===== config.mk =====
export PLATFORM = sky130hd
export DESIGN_NAME = rdc_cfg_regs
export DESIGN_NICKNAME = d
export VERILOG_FILES = /design/src/rdc_cfg_pkg.sv /design/src/rdc_deglitch.sv /design/src/rdc_cfg_regs.sv
export SDC_FILE = /design/constraint.sdc
export NUM_CORES = 1
export LEC_CHECK = 0
export ABC_CLOCK_PERIOD_IN_PS = 2000
export BUFFER_PORTS_ARGS = -buffer_cell sky130_fd_sc_hd__buf_2
export CORE_MARGIN = 4
export CORE_UTILIZATION = 49
export CTS_CLUSTER_DIAMETER = 50
export DETAILED_ROUTE_END_ITERATION = 16
export PLACE_DENSITY = 0.75
export RECOVER_POWER = 50
export SLEW_MARGIN = 20
export SYNTH_ARGS = -nofsm -noshare
export SYNTH_HDL_FRONTEND = slang
export SYNTH_HIERARCHICAL = 1
export SYNTH_SLANG_ARGS = --single-unit

===== constraint.sdc =====
create_clock -name clk -period 2 [get_ports clk]
set_clock_uncertainty 0.05 [all_clocks]
set_input_delay 0.4 -clock clk [delete_from_list [all_inputs] [get_ports clk]]
set_output_delay 0.4 -clock clk [all_outputs]
set_load 0.01 [all_outputs]

===== src/rdc_cfg_pkg.sv =====
`default_nettype none
package rdc_cfg_pkg;

  // ---------------------------------------------------------------
  // Register indexes (byte address is four times the index)
  // ---------------------------------------------------------------
  localparam logic [5:0] IDX_TLOOP     = 6'h06;
  localparam logic [5:0] IDX_AFE       = 6'h07;
  localparam logic [5:0] IDX_PHASE     = 6'h08;
  localparam logic [5:0] IDX_ENC       = 6'h09;
  localparam logic [5:0] IDX_IRQ_STAT  = 6'h10;
  localparam logic [5:0] IDX_IRQ_MASK  = 6'h11;
  localparam logic [5:0] IDX_LIVE_STAT = 6'h12;

  // ---------------------------------------------------------------
  // Reset values and writable bit masks
  // ---------------------------------------------------------------
  localparam logic [15:0] TLOOP_RESET = 16'h0004;
  localparam logic [15:0] AFE_RESET   = 16'h0005;
  localparam logic [15:0] PHASE_RESET = 16'h1400;
  localparam logic [15:0] ENC_RESET   = 16'h0002;
  localparam logic [15:0] TLOOP_WMASK = 16'h000f;
  localparam logic [15:0] AFE_WMASK   = 16'h000f;
  localparam logic [15:0] PHASE_WMASK = 16'hffff;
  localparam logic [15:0] ENC_WMASK   = 16'h01bf;
  localparam logic [1:0]  IRQ_RESET   = 2'h0;

  // ---------------------------------------------------------------
  // Field positions (least significant bit of each field)
  // ---------------------------------------------------------------
  localparam int WEIGHT_LSB   = 0;
  localparam int CLKSRC_BIT   = 3;
  localparam int SINGAIN_LSB  = 0;
  localparam int COSGAIN_LSB  = 2;
  localparam int PHVAL_LSB    = 0;
  localparam int PHSIGN_BIT   = 5;
  localparam int OFFSET_LSB   = 6;
  localparam int AMPMODE_LSB  = 10;
  localparam int AUTOEN_BIT   = 12;
  localparam int MANEN_BIT    = 13;
  localparam int UVSEL_LSB    = 14;
  localparam int SUPPLY_LSB   = 0;
  localparam int FREQ_LSB     = 3;
  localparam int POLES_LSB    = 7;
  localparam int IRQ_UV_BIT   = 0;
  localparam int IRQ_MODE_BIT = 1;

  // ---------------------------------------------------------------
  // Decode constants
  // ---------------------------------------------------------------
  localparam logic [4:0] OFFSET_TOP_DV  = 5'h14;
  localparam logic [4:0] SUPPLY_BASE_V  = 5'h0a;
  localparam logic [1:0] AMP_MODE_LOW   = 2'h1;
  localparam logic [1:0] AMP_MODE_HIGH  = 2'h2;

  // ---------------------------------------------------------------
  // Timing
  // ---------------------------------------------------------------
  localparam int CLK_MHZ              = 100;
  localparam int OR_DEGLITCH_TIME_US  = 50;
  localparam int AND_DEGLITCH_TIME_US = 1;
  localparam int OR_DEGLITCH_CYCLES   = OR_DEGLITCH_TIME_US * CLK_MHZ;
  localparam int AND_DEGLITCH_CYCLES  = AND_DEGLITCH_TIME_US * CLK_MHZ;

  typedef struct packed {
    logic [5:0]  address;
    logic        read;
    logic        write;
    logic [31:0] writedata;
    logic [3:0]  byteenable;
  } rdc_bus_req_t;

  typedef struct packed {
    logic [2:0]  integrationWeight;
    logic        exciterClockSource;
    logic [1:0]  cosineGainSel;
    logic [1:0]  sineGainSel;
    logic        manualPhaseActive;
    logic        autoPhaseActive;
    logic        phaseDelayNegative;
    logic [4:0]  phaseDelaySteps;
    logic        exciterEnable;
    logic        exciterHighAmplitude;
    logic        exciterModeFaultFlag;
    logic [4:0]  exciterOffsetDecivolt;
    logic [10:0] exciterFreqDecahertz;
    logic [2:0]  encoderPoles;
    logic [4:0]  exciterSupplyVolt;
  } rdc_cfg_out_t;

endpackage : rdc_cfg_pkg
`default_nettype wire


===== src/rdc_deglitch.sv =====
`default_nettype none
module rdc_deglitch #(
  parameter int CYCLES = 100
) (
  input  wire logic clk,
  input  wire logic rstn,
  input  wire logic din,
  output var  logic dout
);

  logic [15:0] count;
  wire         differs = din != dout;
  wire         expired = count == 16'(CYCLES - 1);

  // ---------------------------------------------------------------
  // Output follows input after it stood changed for CYCLES cycles
  // ---------------------------------------------------------------
  always_ff @(posedge clk or negedge rstn) begin
    if (!rstn) begin
      count <= 16'h0000;
    end else if (!differs || expired) begin
      count <= 16'h0000;
    end else begin
      count <= count + 16'h0001;
    end
  end

  always_ff @(posedge clk or negedge rstn) begin
    if (!rstn) begin
      dout <= 1'b0;
    end else if (differs && expired) begin
      dout <= din;
    end
  end

endmodule : rdc_deglitch
`default_nettype wire


===== src/rdc_cfg_regs.sv =====
`default_nettype none
// Summary of operation
// - Three-bit integration weight, codes select 2^8..2^15, resets to 100
// - Cosine gain bits 3-2, sine gain bits 1-0, both reset 01
// - Undervoltage fault: OR with input deglitch, AND with output deglitch, or both
// - Manual phase enable applies manual delay and overrides automatic control
// - Bit 12 enables automatic phase control, resets to one
// - Exciter mode 00/11 disables exciter, raises fault and mode-fault flag
// - Offset code maps 2.0 V down to 0.5 V in 0.1 V steps
// - Manual phase: five-bit magnitude times 0.4 us, bit 5 is sign
// - Encoder register: poles 8-7, zero bit 6, frequency 5-3, supply 2-0
// - Frequency code decodes to 10 through 20 kHz table
// - Pole-count code 00..11 selects one to four poles
module rdc_cfg_regs
#(
  parameter int OR_DEGLITCH = rdc_cfg_pkg::OR_DEGLITCH_CYCLES
) (
  input  wire logic                      clk,
  input  wire logic                      rstn,
  input  wire logic [7:0]                avsAddress,
  input  wire logic                      avsRead,
  input  wire logic                      avsWrite,
  input  wire logic [31:0]               avsWritedata,
  input  wire logic [3:0]                avsByteenable,
  output var  logic [31:0]               avsReaddata,
  output var  logic                      avsWaitrequest,
  input  wire logic                      exciterUvFirst,
  input  wire logic                      exciterUvSecond,
  output var  rdc_cfg_pkg::rdc_cfg_out_t cfgOut,
  output var  logic                      exciterUvFault,
  output var  logic                      faultOut,
  output var  logic                      irq
);

  import rdc_cfg_pkg::*;

  // ---------------------------------------------------------------
  // Bus request
  // ---------------------------------------------------------------
  rdc_bus_req_t req;
  logic         ack;
  logic [15:0]  tloopReg;
  logic [15:0]  afeReg;
  logic [15:0]  phaseReg;
  logic [15:0]  encReg;
  logic [1:0]   irqStatus;
  logic [1:0]   irqMask;
  logic [15:0]  readMux;
  logic         uvFaultPrev;
  logic         modeFaultPrev;
  rdc_cfg_out_t next_cfgOut;

  assign req.address    = avsAddress[7:2];
  assign req.read       = avsRead;
  assign req.write      = avsWrite;
  assign req.writedata  = avsWritedata;
  assign req.byteenable = avsByteenable;

  wire        busReq    = req.read | req.write;
  wire        doWrite   = req.write & ack;
  wire        loadRead  = req.read & ~ack;
  wire [15:0] laneMask  = {{8{req.byteenable[1]}}, {8{req.byteenable[0]}}};
  wire [15:0] wrData    = req.writedata[15:0];

  wire        selTloop  = req.address == IDX_TLOOP;
  wire        selAfe    = req.address == IDX_AFE;
  wire        selPhase  = req.address == IDX_PHASE;
  wire        selEnc    = req.address == IDX_ENC;
  wire        selStat   = req.address == IDX_IRQ_STAT;
  wire        selMask   = req.address == IDX_IRQ_MASK;
  wire        selLive   = req.address == IDX_LIVE_STAT;

  // Answer one cycle after the request is seen
  assign avsWaitrequest = busReq & ~ack;

  always_ff @(posedge clk or negedge rstn) begin
    if (!rstn) begin
      ack <= 1'b0;
    end else begin
      ack <= busReq & ~ack;
    end
  end

  // ---------------------------------------------------------------
  // Configuration registers
  // ---------------------------------------------------------------
  function automatic logic [15:0] merge(input logic [15:0] old, input logic [15:0] wmask);
    merge = ((old & ~laneMask) | (wrData & laneMask)) & wmask;
  endfunction : merge

  wire [15:0] next_tloop = merge(tloopReg, TLOOP_WMASK);
  wire [15:0] next_afe   = merge(afeReg, AFE_WMASK);
  wire [15:0] next_phase = merge(phaseReg, PHASE_WMASK);
  wire [15:0] next_enc   = merge(encReg, ENC_WMASK);

  always_ff @(posedge clk or negedge rstn) begin
    if (!rstn) begin
      tloopReg <= TLOOP_RESET;
      afeReg   <= AFE_RESET;
      phaseReg <= PHASE_RESET;
      encReg   <= ENC_RESET;
    end else if (doWrite) begin
      if (selTloop) begin
        tloopReg <= next_tloop;
      end
      if (selAfe) begin
        afeReg <= next_afe;
      end
      if (selPhase) begin
        phaseReg <= next_phase;
      end
      if (selEnc) begin
        encReg <= next_enc;
      end
    end
  end

  // ---------------------------------------------------------------
  // Field extraction
  // ---------------------------------------------------------------
  wire [1:0] uvSel     = phaseReg[UVSEL_LSB +: 2];
  wire       manualEn  = phaseReg[MANEN_BIT];
  wire       autoEn    = phaseReg[AUTOEN_BIT];
  wire [1:0] ampMode   = phaseReg[AMPMODE_LSB +: 2];
  wire [3:0] offsetSel = phaseReg[OFFSET_LSB +: 4];
  wire [5:0] phaseVal  = phaseReg[PHVAL_LSB +: 6];
  wire [2:0] freqSel   = encReg[FREQ_LSB +: 3];
  wire [1:0] poleSel   = encReg[POLES_LSB +: 2];
  wire [2:0] supplySel = encReg[SUPPLY_LSB +: 3];

  wire       ampValid  = (ampMode == AMP_MODE_LOW) || (ampMode == AMP_MODE_HIGH);
  wire       modeFault = !ampValid;

  // ---------------------------------------------------------------
  // Exciter undervoltage combining
  // ---------------------------------------------------------------
  logic dgFirst;
  logic dgSecond;
  logic dgBoth;

  rdc_deglitch #(.CYCLES(OR_DEGLITCH)) u_dg_first (
    .clk  (clk),
    .rstn (rstn),
    .din  (exciterUvFirst),
    .dout (dgFirst)
  );

  rdc_deglitch #(.CYCLES(OR_DEGLITCH)) u_dg_second (
    .clk  (clk),
    .rstn (rstn),
    .din  (exciterUvSecond),
    .dout (dgSecond)
  );

  rdc_deglitch #(.CYCLES(AND_DEGLITCH_CYCLES)) u_dg_both (
    .clk  (clk),
    .rstn (rstn),
    .din  (exciterUvFirst & exciterUvSecond),
    .dout (dgBoth)
  );

  wire orResult  = dgFirst | dgSecond;
  wire uvCombined = !uvSel[1] ? orResult :
                    !uvSel[0] ? dgBoth : (orResult | dgBoth);

  // ---------------------------------------------------------------
  // Decoded outputs
  // ---------------------------------------------------------------
  logic [10:0] freqDecode;

  always_comb begin
    case (freqSel)
      3'h0:    freqDecode = 11'h3e8;
      3'h1:    freqDecode = 11'h43f;
      3'h2:    freqDecode = 11'h48b;
      3'h3:    freqDecode = 11'h502;
      3'h4:    freqDecode = 11'h56d;
      3'h5:    freqDecode = 11'h61b;
      3'h6:    freqDecode = 11'h6bc;
      default: freqDecode = 11'h7d0;
    endcase
  end

  always_comb begin
    next_cfgOut                       = '0;
    next_cfgOut.integrationWeight     = tloopReg[WEIGHT_LSB +: 3];
    next_cfgOut.exciterClockSource    = tloopReg[CLKSRC_BIT];
    next_cfgOut.cosineGainSel         = afeReg[COSGAIN_LSB +: 2];
    next_cfgOut.sineGainSel           = afeReg[SINGAIN_LSB +: 2];
    next_cfgOut.manualPhaseActive     = manualEn;
    next_cfgOut.autoPhaseActive       = autoEn & ~manualEn;
    next_cfgOut.phaseDelayNegative    = manualEn & phaseVal[PHSIGN_BIT];
    next_cfgOut.phaseDelaySteps       = manualEn ? phaseVal[4:0] : 5'h00;
    next_cfgOut.exciterEnable         = ampValid;
    next_cfgOut.exciterHighAmplitude  = ampMode == AMP_MODE_HIGH;
    next_cfgOut.exciterModeFaultFlag  = modeFault;
    next_cfgOut.exciterOffsetDecivolt = OFFSET_TOP_DV - {1'b0, offsetSel};
    next_cfgOut.exciterFreqDecahertz  = freqDecode;
    next_cfgOut.encoderPoles          = {1'b0, poleSel} + 3'h1;
    next_cfgOut.exciterSupplyVolt     = SUPPLY_BASE_V + {2'h0, supplySel};
  end

  always_ff @(posedge clk or negedge rstn) begin
    if (!rstn) begin
      cfgOut         <= '0;
      exciterUvFault <= 1'b0;
      faultOut       <= 1'b0;
    end else begin
      cfgOut         <= next_cfgOut;
      exciterUvFault <= uvCombined;
      faultOut       <= modeFault | uvCombined;
    end
  end

  // ---------------------------------------------------------------
  // Interrupt status and mask
  // ---------------------------------------------------------------
  wire [1:0] irqEvent = {modeFault & ~modeFaultPrev, uvCombined & ~uvFaultPrev};
  wire [1:0] irqClear = (doWrite && selStat && req.byteenable[0]) ? wrData[1:0] : 2'h0;
  wire [1:0] next_irqStatus = irqEvent | (irqStatus & ~irqClear);

  always_ff @(posedge clk or negedge rstn) begin
    if (!rstn) begin
      irqStatus     <= IRQ_RESET;
      irqMask       <= IRQ_RESET;
      uvFaultPrev   <= 1'b0;
      modeFaultPrev <= 1'b0;
    end else begin
      irqStatus     <= next_irqStatus;
      uvFaultPrev   <= uvCombined;
      modeFaultPrev <= modeFault;
      if (doWrite && selMask && req.byteenable[0]) begin
        irqMask <= wrData[1:0];
      end
    end
  end

  assign irq = |(irqStatus & irqMask);

  // ---------------------------------------------------------------
  // Read path
  // ---------------------------------------------------------------
  always_comb begin
    if (selTloop) begin
      readMux = tloopReg;
    end else if (selAfe) begin
      readMux = afeReg;
    end else if (selPhase) begin
      readMux = phaseReg;
    end else if (selEnc) begin
      readMux = encReg;
    end else if (selStat) begin
      readMux = {14'h0000, irqStatus};
    end else if (selMask) begin
      readMux = {14'h0000, irqMask};
    end else if (selLive) begin
      readMux = {14'h0000, modeFault, uvCombined};
    end else begin
      readMux = 16'h0000;
    end
  end

  always_ff @(posedge clk or negedge rstn) begin
    if (!rstn) begin
      avsReaddata <= 32'h00000000;
    end else if (loadRead) begin
      avsReaddata <= {16'h0000, readMux};
    end
  end

  // ---------------------------------------------------------------
  // Assertions
  // ---------------------------------------------------------------
  a_bus_one_wait: assert property (@(posedge clk) disable iff (!rstn)
    (busReq && !ack) |-> avsWaitrequest ##1 (!busReq || !avsWaitrequest))
    else $error("bus answer not given one cycle after request");

  a_weight_write: assert property (@(posedge clk) disable iff (!rstn)
    (doWrite && selTloop && req.byteenable[0]) |->
      ##2 cfgOut.integrationWeight == $past(avsWritedata[2:0], 2))
    else $error("integration weight did not follow write");

  a_gain_write: assert property (@(posedge clk) disable iff (!rstn)
    (doWrite && selAfe && req.byteenable[0]) |->
      ##2 {cfgOut.cosineGainSel, cfgOut.sineGainSel} == $past(avsWritedata[3:0], 2))
    else $error("gain selectors did not follow write");

  a_uv_and_path: assert property (@(posedge clk) disable iff (!rstn)
    (uvSel == 2'h2 && $stable(uvSel) && $rose(exciterUvFault)) |-> $past(dgBoth))
    else $error("undervoltage raised without deglitched AND in AND mode");

  a_manual_priority: assert property (@(posedge clk) disable iff (!rstn)
    (manualEn && autoEn) |=> (cfgOut.manualPhaseActive && !cfgOut.autoPhaseActive))
    else $error("manual phase did not override automatic");

  a_auto_enable: assert property (@(posedge clk) disable iff (!rstn)
    (rstn && !manualEn) |=> cfgOut.autoPhaseActive == $past(phaseReg[AUTOEN_BIT]))
    else $error("automatic phase enable not applied");

  a_mode_fault: assert property (@(posedge clk) disable iff (!rstn)
    (ampMode == 2'h0 || ampMode == 2'h3) |=>
      (faultOut && cfgOut.exciterModeFaultFlag && !cfgOut.exciterEnable))
    else $error("invalid exciter mode not flagged");

  a_offset_decode: assert property (@(posedge clk) disable iff (!rstn)
    rstn |=> cfgOut.exciterOffsetDecivolt == 5'(20 - $past(offsetSel)))
    else $error("exciter offset decode wrong");

  a_phase_sign: assert property (@(posedge clk) disable iff (!rstn)
    (manualEn && phaseVal[5]) |=> cfgOut.phaseDelayNegative)
    else $error("negative manual phase not flagged");

  a_pole_decode: assert property (@(posedge clk) disable iff (!rstn)
    rstn |=> cfgOut.encoderPoles == 3'($past(poleSel)) + 3'h1)
    else $error("pole count decode wrong");

  a_reserved_zero: assert property (@(posedge clk) disable iff (!rstn)
    (loadRead && selEnc) |=> (avsReaddata[6] == 1'b0 && avsReaddata[15:9] == 7'h00))
    else $error("reserved encoder bits read nonzero");

  a_loop_reserved: assert property (@(posedge clk) disable iff (!rstn)
    (loadRead && selTloop) |=> avsReaddata[15:4] == 12'h000)
    else $error("reserved loop bits read nonzero");

  a_freq_low: assert property (@(posedge clk) disable iff (!rstn)
    (rstn && freqSel == 3'h0) |=> cfgOut.exciterFreqDecahertz == 11'h3e8)
    else $error("lowest exciter frequency decode wrong");

  a_freq_high: assert property (@(posedge clk) disable iff (!rstn)
    (rstn && freqSel == 3'h7) |=> cfgOut.exciterFreqDecahertz == 11'h7d0)
    else $error("highest exciter frequency decode wrong");

  a_uv_or_path: assert property (@(posedge clk) disable iff (!rstn)
    (!uvSel[1] && $stable(uvSel) && $rose(exciterUvFault)) |-> $past(dgFirst || dgSecond))
    else $error("undervoltage raised without deglitched input in OR mode");

  a_status_set: assert property (@(posedge clk) disable iff (!rstn)
    (irqEvent != 2'h0) |=> (irqStatus & $past(irqEvent)) == $past(irqEvent))
    else $error("interrupt event lost against clear");

  c_write_read: cover property (@(posedge clk) disable iff (!rstn)
    doWrite ##[1:4] (req.read && ack));
  c_mode_irq: cover property (@(posedge clk) disable iff (!rstn)
    $rose(modeFault) ##[1:3] irq);
  c_uv_fault: cover property (@(posedge clk) disable iff (!rstn)
    $rose(exciterUvFault));
  c_manual_override: cover property (@(posedge clk) disable iff (!rstn)
    (manualEn && autoEn) ##1 cfgOut.manualPhaseActive);
  c_and_fault: cover property (@(posedge clk) disable iff (!rstn)
    uvSel == 2'h2 && $rose(exciterUvFault));

endmodule : rdc_cfg_regs
`default_nettype wire


Yosys cells after proc, flatten, opt, wreduce, memory -nomap -nowiden. Cells that the tools add are included.

Logic and storage cells: 124. Output and inout port bits: 79. Input port bits: 50. Bits in registers: 149.

Muxes and demuxes: 15. Add/subtract/negate cells: 6. Equal/unequal tests: 21. Reduce and logical (&&, ||, !) cells: 21. Bitwise logic cells: 30.

Operators with widths (count): 16-bit two-way mux (6); 11-bit one-hot mux with 7 select lines (1); 16-bit by 1-bit adder with 16-bit output (second input constant) (3); 16-bit AND (2); 16-bit by 13-bit == test with 1-bit output (second input constant) (2); 6-bit by 5-bit == test with 1-bit output (second input constant) (3); 16-bit by 7-bit == test with 1-bit output (second input constant) (1); 16-bit NOT (1); 16-bit bitwise OR (1); 6-bit by 3-bit == test with 1-bit output (second input constant) (2); 6-bit by 4-bit == test with 1-bit output (second input constant) (2); 9-bit AND (1); 3-bit == test (second input constant) (3); 9-bit two-way mux (1); 9-bit bitwise OR (1); 1-bit AND (8); 4-bit AND (2); 2-bit two-way mux (4); 4-bit bitwise OR (2); 2-bit AND reduction (4); 1-bit logical AND (7); 3-bit by 2-bit == test with 1-bit output (second input constant) (2); 4-bit by 3-bit adder with 5-bit output (first input constant) (1); 5-bit two-way mux (1); other kinds (16) (32).

Logic depth before layout (Yosys ltp). Gate-level depths: netlist of run 1.

Depth in word-level cells: 11. Gate-level depth with buffers: 6. Depth with buffers taken out: 6.

Hierarchy. The synthesis of run 1 kept the hierarchy.

By module, submodules not included: rdc_cfg_regs (times used 1, seq. area each 2459.9 sq um, area an instance 3871.2 sq um, cells an instance 283); rdc_deglitch at u_dg_first ... (times used 2, seq. area each 425.4 sq um, area an instance 830.8 sq um, cells an instance 82); rdc_deglitch at u_dg_both (times used 1, seq. area each 425.4 sq um, area an instance 855.8 sq um, cells an instance 83).

Least setup slack after synthesis of run 1. No wires, ideal clock.

Kind: reg2reg. From: reg u_dg_first.count[4]. To: reg u_dg_first.dout. Arrival: 1729 ps. Cell stages (with the launch flop): 4. Buffers on the path: 0. Setup time: 125 ps. Data required time: 1825 ps. Setup slack: 96 ps. Period minus slack after synthesis: 1904 ps. Path through: dfrtp_1 -> or4_1 -> or4_4 -> mux2_4.

Word-level cells in the longest chain between the ends: 2.

Ends and longest elaborated chain: from (decl) (line rdc_deglitch.sv:11) `logic [15:0] count;`; from (signal assigned) (line rdc_deglitch.sv:24) `count <= count + 16'h0001;`; 16-bit by 13-bit == test with 1-bit output (line rdc_deglitch.sv:13) `wire expired = count == 16'(CYCLES - 1);`; 1-bit logical AND (line rdc_deglitch.sv:31) `end else if (differs && expired) begin`; to (signal assigned) (line rdc_deglitch.sv:32) `dout <= din;`; to (decl) (line rdc_deglitch.sv:8) `output var logic dout`.

Every way passes these cells. A chain may end at the register's enable or synchronous reset.

Worst setup path after layout of run 1.
From: reg u_dg_second.count[3]. To: reg u_dg_second.dout.

Word-level cells in the longest chain between the ends: 2.

Ends and longest elaborated chain (line): from (decl) (rdc_deglitch.sv:11); from (signal assigned) (rdc_deglitch.sv:24); 16-bit by 13-bit == test with 1-bit output (rdc_deglitch.sv:13); 1-bit logical AND (rdc_deglitch.sv:31); to (signal assigned) (rdc_deglitch.sv:32); to (decl) (rdc_deglitch.sv:8).

Every way passes these cells.

==> results of run 1 <==
layout make-up:
cell class / instances / area share [%]
Timing Repair Buffer: 128 / 9.38
Multi-Input combinational cell: 347 / 31.5
Tap cell: 172 / 2.77
Inverter: 19 / 0.918
Clock inverter: 10 / 1.26
Clock buffer: 22 / 6.11
Sequential cell: 149 / 48.1
kinds of logic (layout without fill, tap and decap cells):
group / count (synthesis) / in the layout
fa+ha+maj: 7 / 7
simple gates: 190 / 190
compound gates: 41 / 41
other cells: 1 / 16
buf+inv: 49 / 179
xor+xnor: 47 / 47
mux: 46 / 46
flops: 149 / 149
metrics by stage:
stage               area [sq um]  setup TNS (ns)  utilization, %
finish                      7770               0            61.3
global route                7770        -0.00979            61.3
CTS                         7790               0            61.4
detailed placement          7190          -0.351            56.8
global placement            7190               0            56.8
floorplan                   6440               0               -
synth_stat cells (5+ instances only):
library cell | count | area share, %
sky130_fd_sc_hd__a22o_1 | 10 | 1.4
sky130_fd_sc_hd__a22oi_1 | 6 | 0.71
sky130_fd_sc_hd__and2_1 | 8 | 0.78
sky130_fd_sc_hd__buf_4 | 19 | 2.2
sky130_fd_sc_hd__clkbuf_1 | 6 | 0.35
sky130_fd_sc_hd__dfrtp_1 | 143 | 56
sky130_fd_sc_hd__dfstp_2 | 6 | 2.5
sky130_fd_sc_hd__ha_1 | 7 | 1.4
sky130_fd_sc_hd__inv_1 | 19 | 1.1
sky130_fd_sc_hd__mux2_2 | 39 | 6.9
sky130_fd_sc_hd__mux2i_1 | 5 | 0.78
sky130_fd_sc_hd__nand2_1 | 28 | 1.6
sky130_fd_sc_hd__nand3_1 | 15 | 1.2
sky130_fd_sc_hd__nand4_1 | 16 | 1.6
sky130_fd_sc_hd__nor2_1 | 55 | 3.2
sky130_fd_sc_hd__nor3_1 | 14 | 1.1
sky130_fd_sc_hd__nor4_1 | 14 | 1.4
sky130_fd_sc_hd__o21ai_0 | 13 | 1.0
sky130_fd_sc_hd__or4_1 | 5 | 0.59
sky130_fd_sc_hd__xnor2_1 | 35 | 4.8
sky130_fd_sc_hd__xor2_1 | 12 | 1.6
worst max-delay path, stage by stage (launching register included):
cell and delay [ns]:
sky130_fd_sc_hd__dfrtp_1 0.39, sky130_fd_sc_hd__or4_4 0.55, sky130_fd_sc_hd__or4_4 0.57, sky130_fd_sc_hd__mux2_4 0.32
power breakdown:
group | total, mW | switching [mW] | internal, mW
clock | 3.02 | 1.21 | 1.82
combinational | 0.470 | 0.288 | 0.182
sequential | 3.22 | 0.0847 | 3.14
total | 6.72 | 1.58 | 5.13
metal layers:
layer / vias to the layer above / wire (um) / global-route usage [%]
met4: 2 / 219 / 6.51
met3: 19 / 683 / 5.85
met5: - / 13 / 0
met2: 98 / 6700 / 31.3
met1: 2196 / 5810 / 24.9
li1: 2086 / - / -
repair_timing:
action                                 4_1_cts  5_1_grt
setup endpoints to repair                   30        2
endpoints found under the hold margin       32        0
hold buffers                                 1        0
buffers inserted                             0        0
resized for setup                            2        1
pin swaps                                    1        3
worst paths after layout:
path | depth (start not counted) | end | start | slack, ns
max in group asynchronous | 3 | asynchronous set/reset pin | rstn | 0.24
hold reg to reg | 0 | cfgOut[40] | register | 0.36
hold / removal | 2 | register | avsWritedata[9] | 0.17
setup / recovery | 3 | u_dg_second/dout | u_dg_second/count[3] | 0.01
setup reg to reg | 3 | u_dg_second/dout | u_dg_second/count[3] | 0.01
min in group asynchronous | 2 | cfgOut[41] | rstn | 0.61
==> load_flow_metrics.sql, run 1 <==
INSERT INTO impl_metrics (metric_group, metric, value, unit) VALUES
('timing', 'maxSlewViolCount', '0', ''),
('critical_path', 'required_time_worst_endpoint', '2.25', 'ns'),
('critical_path', 'critical_path.startpoint_type', 'register', ''),
('floorplan', 'floorplan.initialDensity', '50.4', '%'),
('power_and_ir_drop', 'leakage', '3.70', 'nW'),
('timing', 'finalWorstSetupSlack', '0.0123', 'ns'),
('final_layout', 'seq_area', '3740', 'sq um'),
('final_layout', 'most-common-layout-cells', 'sky130_fd_sc_hd__dfrtp_1 (143), sky130_fd_sc_hd__buf_2 (92), sky130_fd_sc_hd__nor2_1 (55)', ''),
('timing', 'rsz0062_at_grt', 'yes', ''),
('synthesis', 'synth_seq_area_share', '58.5', '%'),
('power_and_ir_drop', 'power_density', '865', 'nW/um^2'),
('final_layout', 'finalNonFillerCells', '847', ''),
('synthesis', 'yosys_register_bits', '149', ''),
('floorplan', 'floorplan.die.height', '122', 'um'),
('final_layout', 'multi_input_area', '2440', 'sq um'),
('final_layout', 'insertedDiodeCount', '0', ''),
('floorplan', 'num_io_pins', '129', ''),
('detailed_routing', 'viasPerCell', '5.20', ''),
('timing', 'final_min_period_over_clock_period', '99.4', '%'),
('detailed_routing', 'detail_route.wl_per_cell', '15.8', 'um'),
('floorplan', 'fp.dieArea', '14900', 'sq um'),
('final_layout', 'post_route_cells_drive_above_1_share', '31.9', '%'),
('synthesis', 'number_of_instances_in_the_synthesized_netlist', '530', ''),
('critical_path', 'worst_setup_path_end_kind', 'register', ''),
('timing', 'setup_violations', '0', ''),
('placed_design', 'dp.cells', '814', ''),
('detailed_routing', 'ant_nets', '0', ''),
('placed_design', 'gp_congestion', '0.863', ''),
('power_and_ir_drop', 'design_power_total', '6.72', 'mW'),
('floorplan', 'fp.coreArea', '12700', 'sq um'),
('global_route', 'grt_overflow', '0', ''),
('flow_run', 'maxCapViolCount', '0', ''),
('worst_hold_path', 'holdCritPathClass', 'primary input to register', ''),
('synthesis', 'synth_async_sr_flop_share', '100', '%'),
('synthesis', 'synth_fa_ha_area_share', '1.37', '%'),
('detailed_routing', 'first_pass_iters', '4', ''),
('detailed_routing', 'route.final.wire_length', '13.4', 'mm'),
('timing', 'achievable-frequency', '503', 'MHz'),
('global_route', 'maximum_number_of_pins_on_one_net_before_global_route_repair', '47', ''),
('timing', 'finalCriticalPeriod', '1.99', 'ns'),
('floorplan', 'die_w', '122', 'um'),
('detailed_routing', 'routed-via-count', '4401', ''),
('final_layout', 'layout_commonest_cell', 'sky130_fd_sc_hd__dfrtp_1', ''),
('clock_tree', 'cts_tree', 'built', ''),
('detailed_routing', 'number_of_remaining_drc_errors', '0', ''),
('synthesis', 'ys.warnings.count', '6', ''),
('timing', 'finalHoldViolations', '0', ''),
('critical_path', 'critical_path_class', 'register to register', ''),
('synthesis', 'synth_compound_gate_area_share', '4.54', '%'),
('clock_tree', 'clock_tree.buffer_depth', '2', ''),
('global_route', 'grt_pass1_vias', '4427', ''),
('timing', 'finalHoldWorstSlack', '0.168', 'ns'),
('synthesis', 'largest_family_of_logic_cells_by_synthesized_area', 'simple AND/OR/NAND/NOR gates', ''),
('synthesis', 'synthMuxAreaShare', '8.13', '%'),
('placed_design', 'placement.setup.worst_slack', '-0.0282', 'ns'),
('clock_tree', 'path_clk_slew', '0.06', 'ns'),
('synthesis', 'synth_area_in_xor_xnor', '6.44', '%'),
('synthesis', 'syn_area_per_cell', '12.1', 'sq um'),
('clock_tree', 'clk-insertion-delay-late', '0.42', 'ns'),
('synthesis', 'synth.distinct_cells', '56', ''),
('synthesis', 'synth_enable_flop_cells', '0', ''),
('timing', 'worst-slew-pin-transition', '0.942', 'ns'),
('placed_design', 'dp_hpwl', '9.64', 'mm'),
('detailed_routing', 'drt-initial-drc-count', '204', ''),
('power_and_ir_drop', 'peakVddDrop', '543', 'uV'),
('synthesis', 'synth_area', '6390', 'sq um'),
('final_layout', 'nNetsFinal', '719', ''),
('run_status', 'status', 'finished, final reports clean', ''),
('clock_tree', 'tritoncts_num_sinks', '149', ''),
('critical_path', 'worst_ep_arrival_time', '2.23', 'ns'),
('clock_tree', 'number_of_clock_buffers_inserted_by_tritoncts', '17', '');
Power figures use the tool's default switching activity.
==> inputs of run 2 (changes only) <==
CORE_UTILIZATION = 50   (was 49)
PLACE_DENSITY = 0.76   (was 0.75)
SYNTH_HIERARCHICAL = default   (was 1)
==> run 2 against run 1 <==
Die area barely moved; register-to-register slack better by 0.09 ns; via count up 4.3%; sequential cell count stayed put; count of clock-buffer cells in the layout decreased by 1; clock power increased by 5%.
==> load_flow_metrics.sql, run 2 <==
INSERT INTO impl_metrics (metric_group, metric, value, unit) VALUES
('critical_path', 'worstSetupPathDepth', '3', ''),
('global_route', 'antenna_found_initial', '1', ''),
('synthesis', 'synth_area', '6520', 'sq um'),
('synthesis', 'synth_enable_flop_cells', '0', ''),
('flow_run', 'maxCapViolCount', '0', ''),
('clock_tree', 'path_clk_slew', '0.06', 'ns'),
('timing', 'setup-tns-final', '0', 'ns'),
('critical_path', 'required_time_worst_endpoint', '2.25', 'ns'),
('power_and_ir_drop', 'leakage', '3.81', 'nW'),
('global_route', 'grt_pass1_vias', '4820', ''),
('timing', 'maxSlewViolCount', '0', ''),
('synthesis', 'synth.distinct_cells', '53', ''),
('synthesis', 'number_of_instances_in_the_synthesized_netlist', '557', ''),
('timing', 'finalCriticalPeriod', '1.90', 'ns'),
('synthesis', 'post-synth-top-count-cell', 'sky130_fd_sc_hd__dfrtp_1', ''),
('detailed_routing', 'route.final.wire_length', '14.1', 'mm'),
('critical_path', 'critical_path_class', 'register to register', ''),
('final_layout', 'post_route_cells_drive_above_1_share', '30.4', '%'),
('timing', 'finalWorstSetupSlack', '0.0983', 'ns'),
('clock_tree', 'clock_tree.buffer_depth', '2', ''),
('global_route', 'grt_overflow', '0', ''),
('floorplan', 'die_w', '122', 'um'),
('timing', 'finalHoldWorstSlack', '0.156', 'ns'),
('final_layout', 'layout_commonest_cell', 'sky130_fd_sc_hd__dfrtp_1', ''),
('final_layout', 'final_std_cell_area_no_fill', '8020', 'sq um'),
('clock_tree', 'cts_h_tree_lvls', '4', ''),
('synthesis', 'dominantRegCellSynth', 'sky130_fd_sc_hd__dfrtp_1', ''),
('floorplan', 'num_io_pins', '129', ''),
('floorplan', 'floorplan.die.height', '122', 'um'),
('critical_path', 'cp_slowest_cell', 'sky130_fd_sc_hd__or4_1', ''),
('synthesis', 'yosys_register_bits', '149', ''),
('floorplan', 'fp.dieArea', '14900', 'sq um'),
('placed_design', 'gp_congestion', '0.914', ''),
('timing', 'rsz0062_at_grt', 'no', ''),
('placed_design', 'placedInstanceArea', '7420', 'sq um'),
('timing', 'finalHoldViolations', '0', ''),
('final_layout', 'post-route-util', '63.0', '%'),
('global_route', 'grt.total_usage', '20.2', '%'),
('power_and_ir_drop', 'peakVddDrop', '633', 'uV'),
('timing', 'setup_violations', '0', ''),
('critical_path', 'timing.reg2reg.setup_slack', '0.1', 'ns'),
('placed_design', 'placement.setup.worst_slack', '-0.0593', 'ns'),
('critical_path', 'r2r_end', 'u_dg_second.dout', ''),
('detailed_routing', 'routed-via-count', '4589', ''),
('critical_path', 'critical-path-max-stage-delay', '0.58', 'ns'),
('detailed_routing', 'viasPerCell', '5.24', ''),
('clock_tree', 'cts_tree', 'built', ''),
('final_layout', 'flow.area_growth_from_synthesis', '22.9', '%'),
('global_route', 'maximum_number_of_pins_on_one_net_before_global_route_repair', '49', ''),
('global_route', 'grt_first_pass_wirelength', '23.5', 'mm'),
('placed_design', 'port_buffers', '92', ''),
('power_and_ir_drop', 'design_power_total', '6.98', 'mW'),
('detailed_routing', 'drt-initial-drc-count', '301', ''),
('run_status', 'status', 'finished, final reports clean', ''),
('critical_path', 'worst_setup_path_end_kind', 'register', ''),
('worst_hold_path', 'holdCritStartpoint', 'avsWritedata[13]', ''),
('detailed_routing', 'first_pass_iters', '5', ''),
('synthesis', 'netlist.top_cell.by_area', 'sky130_fd_sc_hd__dfrtp_1', ''),
('final_layout', 'most-common-layout-cells', 'sky130_fd_sc_hd__dfrtp_1 (143), sky130_fd_sc_hd__buf_2 (91), sky130_fd_sc_hd__nor2_1 (53)', ''),
('timing', 'worst-slew-pin-transition', '0.901', 'ns'),
('clock_tree', 'tritoncts_num_sinks', '149', ''),
('detailed_routing', 'ant_nets', '0', ''),
('critical_path', 'crit_chain', 'or4_1, nor4_4, mux2_2', ''),
('synthesis', 'synth_top_cells_by_count', 'sky130_fd_sc_hd__dfrtp_1 (143), sky130_fd_sc_hd__nor2_1 (53), sky130_fd_sc_hd__mux2_2 (36), sky130_fd_sc_hd__xnor2_1 (29), sky130_fd_sc_hd__nand2_1 (24)', ''),
('floorplan', 'floorplan.initialDensity', '51.3', '%'),
('critical_path', 'cp.buffers_inverters', '0', ''),
('clock_tree', 'cts_root_buffer', 'sky130_fd_sc_hd__clkbuf_16', ''),
('synthesis', 'synth_async_sr_flop_share', '100', '%'),
('worst_hold_path', 'holdCritPathClass', 'primary input to register', ''),
('critical_path', 'worst_ep_arrival_time', '2.16', 'ns'),
('detailed_routing', 'number_of_remaining_drc_errors', '0', ''),
('final_layout', 'finalNonFillerCells', '875', ''),
('critical_path', 'crit_start', 'u_dg_second.count[11]', ''),
('detailed_routing', 'detail_route.wl_per_cell', '16.1', 'um'),
('timing', 'achievable-frequency', '526', 'MHz'),
('timing', 'final_min_period_over_clock_period', '95.1', '%'),
('critical_path', 'critical_path.startpoint_type', 'register', ''),
('clock_tree', 'clk-insertion-delay-late', '0.42', 'ns'),
('critical_path', 'critical-path-top-delay-family', 'simple AND/OR/NAND/NOR gates', ''),
('synthesis', 'synth_largest_type_area_fraction', '54.9', '%'),
('clock_tree', 'number_of_clock_buffers_inserted_by_tritoncts', '17', ''),
('synthesis', 'syn_area_per_cell', '11.7', 'sq um'),
('timing', 'maxSlewHeadroom', '39.9', '%'),
('floorplan', 'fp.coreArea', '12700', 'sq um'),
('synthesis', 'synth_seq_area_share', '57.3', '%'),
('power_and_ir_drop', 'power_density', '870', 'nW/um^2'),
('floorplan', 'rows', '41', ''),
('final_layout', 'layout.filler_cells', '1015', ''),
('final_layout', 'nNetsFinal', '753', ''),
('placed_design', 'dp.cells', '841', ''),
('placed_design', 'dp_hpwl', '10.2', 'mm'),
('critical_path', 'ff2ff_path_depth', '3', ''),
('synthesis', 'ys.warnings.count', '0', ''),
('critical_path', 'worst_r2r_startpoint', 'u_dg_second.count[11]', ''),
('critical_path', 'worstPathMaxFanout', '4', ''),
('synthesis', 'netlist_top_cells_area', 'sky130_fd_sc_hd__dfrtp_1 (55%), sky130_fd_sc_hd__mux2_2 (6.2%), sky130_fd_sc_hd__xnor2_1 (3.9%), sky130_fd_sc_hd__nor2_1 (3.0%), sky130_fd_sc_hd__dfstp_2 (2.4%)', ''),
('final_layout', 'insertedDiodeCount', '0', ''),
('critical_path', 'cp-endpoint', 'u_dg_second.dout', '');
[run 2: routing by layer]
layer  GRT usage, %  routed length (um)  share of wire, %  up-vias
li1               -                   -                 -     2182
met5              0                  12             0.085        -
met4           7.84                 229               1.6        2
met3           6.54                 771               5.5       23
met2           33.2                7100                50      107
met1           24.9                5970                42     2275
[run 2: kinds of logic after synthesis]
| kind of cell | Yosys count | synth area share, % |
|---|---|---|
| buffers and inverters | 56 | 4.49 |
| xor gates and xnor gates | 43 | 5.77 |
| muxes | 47 | 7.90 |
| other | 1 | 0.0575 |
| DFF | 149 | 57.3 |
| and+or+nand+nor | 201 | 17.0 |
| AOI/OAI and AO/OA | 48 | 5.26 |
| adders and majority gates | 12 | 2.30 |
[run 2: layout make-up]
| cell class | count | area, sq um | share of cell area (%) |
|---|---|---|---|
| clock buffer | 21 | 470 | 5.87 |
| timing repair buffer | 132 | 779 | 9.72 |
| sequential | 149 | 3740 | 46.6 |
| multi-input combinational | 368 | 2610 | 32.5 |
| clock inverter | 10 | 121 | 1.51 |
| tap | 172 | 215 | 2.68 |
| inverter | 23 | 86.3 | 1.08 |
[run 2: worst reg2reg max path, stage by stage (launching register included)]
cell	delay (ns)
sky130_fd_sc_hd__dfrtp_1	0.42
sky130_fd_sc_hd__or4_1	0.58
sky130_fd_sc_hd__nor4_4	0.36
sky130_fd_sc_hd__mux2_2	0.37
[run 2: power by group]
group | leakage [nW] | total [mW] | switching (mW) | internal, mW
sequential | 1.95 | 3.27 | 0.123 | 3.15
clock | 0.290 | 3.17 | 1.23 | 1.94
combinational | 1.57 | 0.534 | 0.312 | 0.221
[run 2: worst min path at each step]
| stage | end | slack [ns] | depth (start not counted) |
|---|---|---|---|
| finish | register | 0.16 | 2 |
| global route | register | 0.15 | 2 |
| global placement | irqStatus[1] | 0.27 | 1 |
| CTS | register | 0.14 | 2 |
| floorplan | asynchronous set/reset pin | 0.05 | 0 |
| detailed placement | cfgOut[26] | 0.28 | 1 |
[run 2: what timing repair did]
action | 4_1_cts | 5_1_grt
pin swaps | 0 | 1
hold endpoints to repair | 31 | 0
setup buffers | 0 | 1
gates resized for setup | 1 | 2
cloned | 0 | 1
endpoints found under the setup margin | 1 | 22
hold buffers | 1 | 0
==> inputs of run 3 (changes only) <==
--- a/config.mk
+++ b/config.mk
@@ -11,4 +11,5 @@
 export CORE_UTILIZATION = 50
 export CTS_CLUSTER_DIAMETER = 50
+export CTS_CLUSTER_SIZE = 12
 export DETAILED_ROUTE_END_ITERATION = 16
 export PLACE_DENSITY = 0.76
==> constraint.sdc (replaced) <==
create_clock -name clk -period 2 [get_ports clk]
set_clock_uncertainty 0.05 [all_clocks]
set_input_delay 0.2 -clock clk [delete_from_list [all_inputs] [get_ports clk]]
set_output_delay 0.2 -clock clk [all_outputs]
set_load 0.01 [all_outputs]
==> run 3 against run 2 <==
Register-to-register slack barely moved; total power rose by 0.62%; via count rose by 1.4%; routed wire length fell by 0.81%; fmax rose by 0.18%; first-iteration DRC count rose by 29%; global-route usage fell by 0.61 points; combinational power rose by 2%.
==> load_flow_metrics.sql, run 3 (synthesized netlist as in run 2, its figures left out) <==
INSERT INTO impl_metrics (metric_group, metric, value, unit) VALUES
('run_status', 'status', 'finished, final reports clean', ''),
('clock_tree', 'number_of_clock_buffers_inserted_by_tritoncts', '17', ''),
('global_route', 'grt_first_pass_wirelength', '23.0', 'mm'),
('worst_hold_path', 'timing.hold.worst_endpoint', 'u_dg_first.dout', ''),
('timing', 'maxSlewViolCount', '0', ''),
('floorplan', 'die_w', '122', 'um'),
('final_layout', 'finalNonFillerCells', '880', ''),
('global_route', 'antenna_found_initial', '0', ''),
('final_layout', 'layout.filler_cells', '1018', ''),
('placed_design', 'dp_hpwl', '9.65', 'mm'),
('floorplan', 'rows', '41', ''),
('timing', 'setup_violations', '0', ''),
('final_layout', 'post_route_cells_drive_above_1_share', '28.1', '%'),
('global_route', 'maximum_number_of_pins_on_one_net_before_global_route_repair', '44', ''),
('placed_design', 'gp_congestion', '0.877', ''),
('clock_tree', 'cts_tree', 'built', ''),
('clock_tree', 'clock_tree.buffer_depth', '2', ''),
('global_route', 'grt-busiest-layer', 'met2', ''),
('timing', 'maxSlewHeadroom', '23.6', '%'),
('global_route', 'grt_overflow', '0', ''),
('final_layout', 'nNetsFinal', '757', ''),
('flow_run', 'maxCapViolCount', '0', ''),
('timing', 'rsz0062_at_grt', 'no', ''),
('final_layout', 'layout_commonest_cell', 'sky130_fd_sc_hd__dfrtp_1', ''),
('critical_path', 'ff2ff_path_depth', '4', ''),
('timing', 'finalWorstSetupSlack', '0.102', 'ns'),
('critical_path', 'required_time_worst_endpoint', '2.24', 'ns'),
('final_layout', 'most-common-layout-cells', 'sky130_fd_sc_hd__dfrtp_1 (143), sky130_fd_sc_hd__buf_2 (91), sky130_fd_sc_hd__nor2_1 (53)', ''),
('clock_tree', 'cts.repair_timing.setup_buffer_count', '0', ''),
('critical_path', 'critical-path-top-delay-family', 'simple AND/OR/NAND/NOR gates', ''),
('power_and_ir_drop', 'peakVddDrop', '623', 'uV'),
('critical_path', 'worst_ep_arrival_time', '2.14', 'ns'),
('floorplan', 'fp.dieArea', '14900', 'sq um'),
('critical_path', 'worst_r2r_startpoint', 'u_dg_second.count[0]', ''),
('worst_hold_path', 'holdPathStages', '2', ''),
('detailed_routing', 'number_of_remaining_drc_errors', '0', ''),
('final_layout', 'flow.area_growth_from_synthesis', '23.9', '%'),
('global_route', 'grt_pass1_vias', '4789', ''),
('clock_tree', 'tritoncts_num_sinks', '149', ''),
('final_layout', 'final_std_cell_area_no_fill', '8080', 'sq um'),
('critical_path', 'worstPathMaxFanout', '4', ''),
('final_layout', 'post-route-util', '63.5', '%'),
('critical_path', 'r2r_end', 'u_dg_second.dout', ''),
('final_layout', 'seq_area', '3740', 'sq um'),
('floorplan', 'num_io_pins', '129', ''),
('timing', 'finalCriticalPeriod', '1.90', 'ns'),
('critical_path', 'critical-path-max-stage-delay', '0.47', 'ns'),
('floorplan', 'fp.coreArea', '12700', 'sq um'),
('floorplan', 'floorplan.die.height', '122', 'um'),
('placed_design', 'port_buffers', '92', ''),
('placed_design', 'placedInstanceArea', '7330', 'sq um'),
('worst_hold_path', 'holdCritPathClass', 'primary input to register', ''),
('critical_path', 'critical_path_class', 'register to register', ''),
('global_route', 'global_route.usage.met3', '6.50', '%'),
('timing', 'worst-slew-pin-transition', '1.15', 'ns'),
('timing', 'finalHoldViolations', '0', ''),
('detailed_routing', 'detail_route.wl_per_cell', '15.9', 'um'),
('global_route', 'grt.met1_usage', '25.8', '%'),
('clock_tree', 'cts_root_buffer', 'sky130_fd_sc_hd__clkbuf_16', ''),
('detailed_routing', 'viasPerCell', '5.29', ''),
('final_layout', 'multi_input_area', '2570', 'sq um'),
('power_and_ir_drop', 'power_density', '869', 'nW/um^2'),
('global_route', 'grt.total_usage', '19.6', '%'),
('timing', 'final_min_period_over_clock_period', '94.9', '%'),
('detailed_routing', 'first_pass_iters', '5', ''),
('final_layout', 'insertedDiodeCount', '0', ''),
('timing', 'setup-tns-final', '0', 'ns'),
('timing', 'achievable-frequency', '527', 'MHz'),
('clock_tree', 'cts_h_tree_lvls', '4', ''),
('critical_path', 'critical_path.startpoint_type', 'register', ''),
('detailed_routing', 'drt-initial-drc-count', '388', ''),
('critical_path', 'timing.reg2reg.setup_slack', '0.10', 'ns'),
('placed_design', 'placement.setup.worst_slack', '0.000616', 'ns'),
('power_and_ir_drop', 'leakage', '3.82', 'nW'),
('clock_tree', 'path_clk_slew', '0.06', 'ns'),
('detailed_routing', 'routed-via-count', '4654', ''),
('floorplan', 'floorplan.initialDensity', '51.3', '%'),
('critical_path', 'worst_setup_path_end_kind', 'register', ''),
('detailed_routing', 'route.final.wire_length', '14.0', 'mm'),
('placed_design', 'dp.cells', '831', ''),
('detailed_routing', 'ant_nets', '0', ''),
('critical_path', 'crit_chain', 'ha_2, or3b_2, nor4_4, mux2_2', ''),
('global_route', 'grt.met2_usage', '31.5', '%'),
('clock_tree', 'clk-insertion-delay-late', '0.41', 'ns'),
('worst_hold_path', 'holdCritStartpoint', 'exciterUvFirst', ''),
('critical_path', 'cp_slowest_cell', 'sky130_fd_sc_hd__or3b_2', ''),
('critical_path', 'cp.buffers_inverters', '0', '');
## run 3: layout make-up
type | instances | share of cell area (%)
clock buffers | 22 | 5.50
clock inverters | 10 | 1.83
inverters | 23 | 1.07
multi-input cells | 368 | 31.9
flip-flops and latches | 149 | 46.2
well taps | 172 | 2.66
repair buffers | 136 | 10.8
## run 3: worst reg2reg max path, stage by stage, from the launching register on
cell and delay [ns]:
sky130_fd_sc_hd__dfrtp_1 0.38, sky130_fd_sc_hd__ha_2 0.19, sky130_fd_sc_hd__or3b_2 0.47, sky130_fd_sc_hd__nor4_4 0.32, sky130_fd_sc_hd__mux2_2 0.37
## run 3: worst max path at each step
stage | to | cells past startpoint | startpoint
6_report | u_dg_second.dout | 4 | u_dg_second.count[0]
2_1_floorplan | register | 7 | avsAddress[3]
5_1_grt | u_dg_both.count[14] | 5 | u_dg_both.count[0]
4_1_cts | u_dg_second.count[10] | 5 | u_dg_second.count[0]
3_5_place_dp | u_dg_second.count[10] | 5 | u_dg_second.count[0]
3_3_place_gp | u_dg_second.count[5] | 4 | u_dg_second.count[13]
## run 3: timing repair
item                                    in CTS  in global routing
gates resized for setup                      1                  1
gates cloned                                 0                  1
endpoints found under the setup margin      13                 15
endpoints found under the hold margin       63                  0
pin swaps                                    0                  2
hold buffers                                16                  0
## run 3: report_power, final
part	internal [mW]	switching, mW
combinational	0.233	0.313
clock	1.98	1.23
sequential	3.15	0.121
## run 3: through the flow
stage               hold WS, ns  power (mW)
floorplan                -0.146        3.61
global route             0.0188        7.32
detailed placement        0.110        3.85
CTS                      0.0117        7.10
global placement         0.0984        3.83
finish                   0.0311        7.02
## run 3: routing by layer
| layer | share of wire, % | vias to the layer above | wire, um |
|---|---|---|---|
| met3 | 6.7 | 12 | 933 |
| met2 | 50 | 132 | 6930 |
| li1 | - | 2190 | - |
| met5 | 0 | - | 0 |
| met1 | 43 | 2320 | 5980 |
| met4 | 0.87 | 0 | 121 |
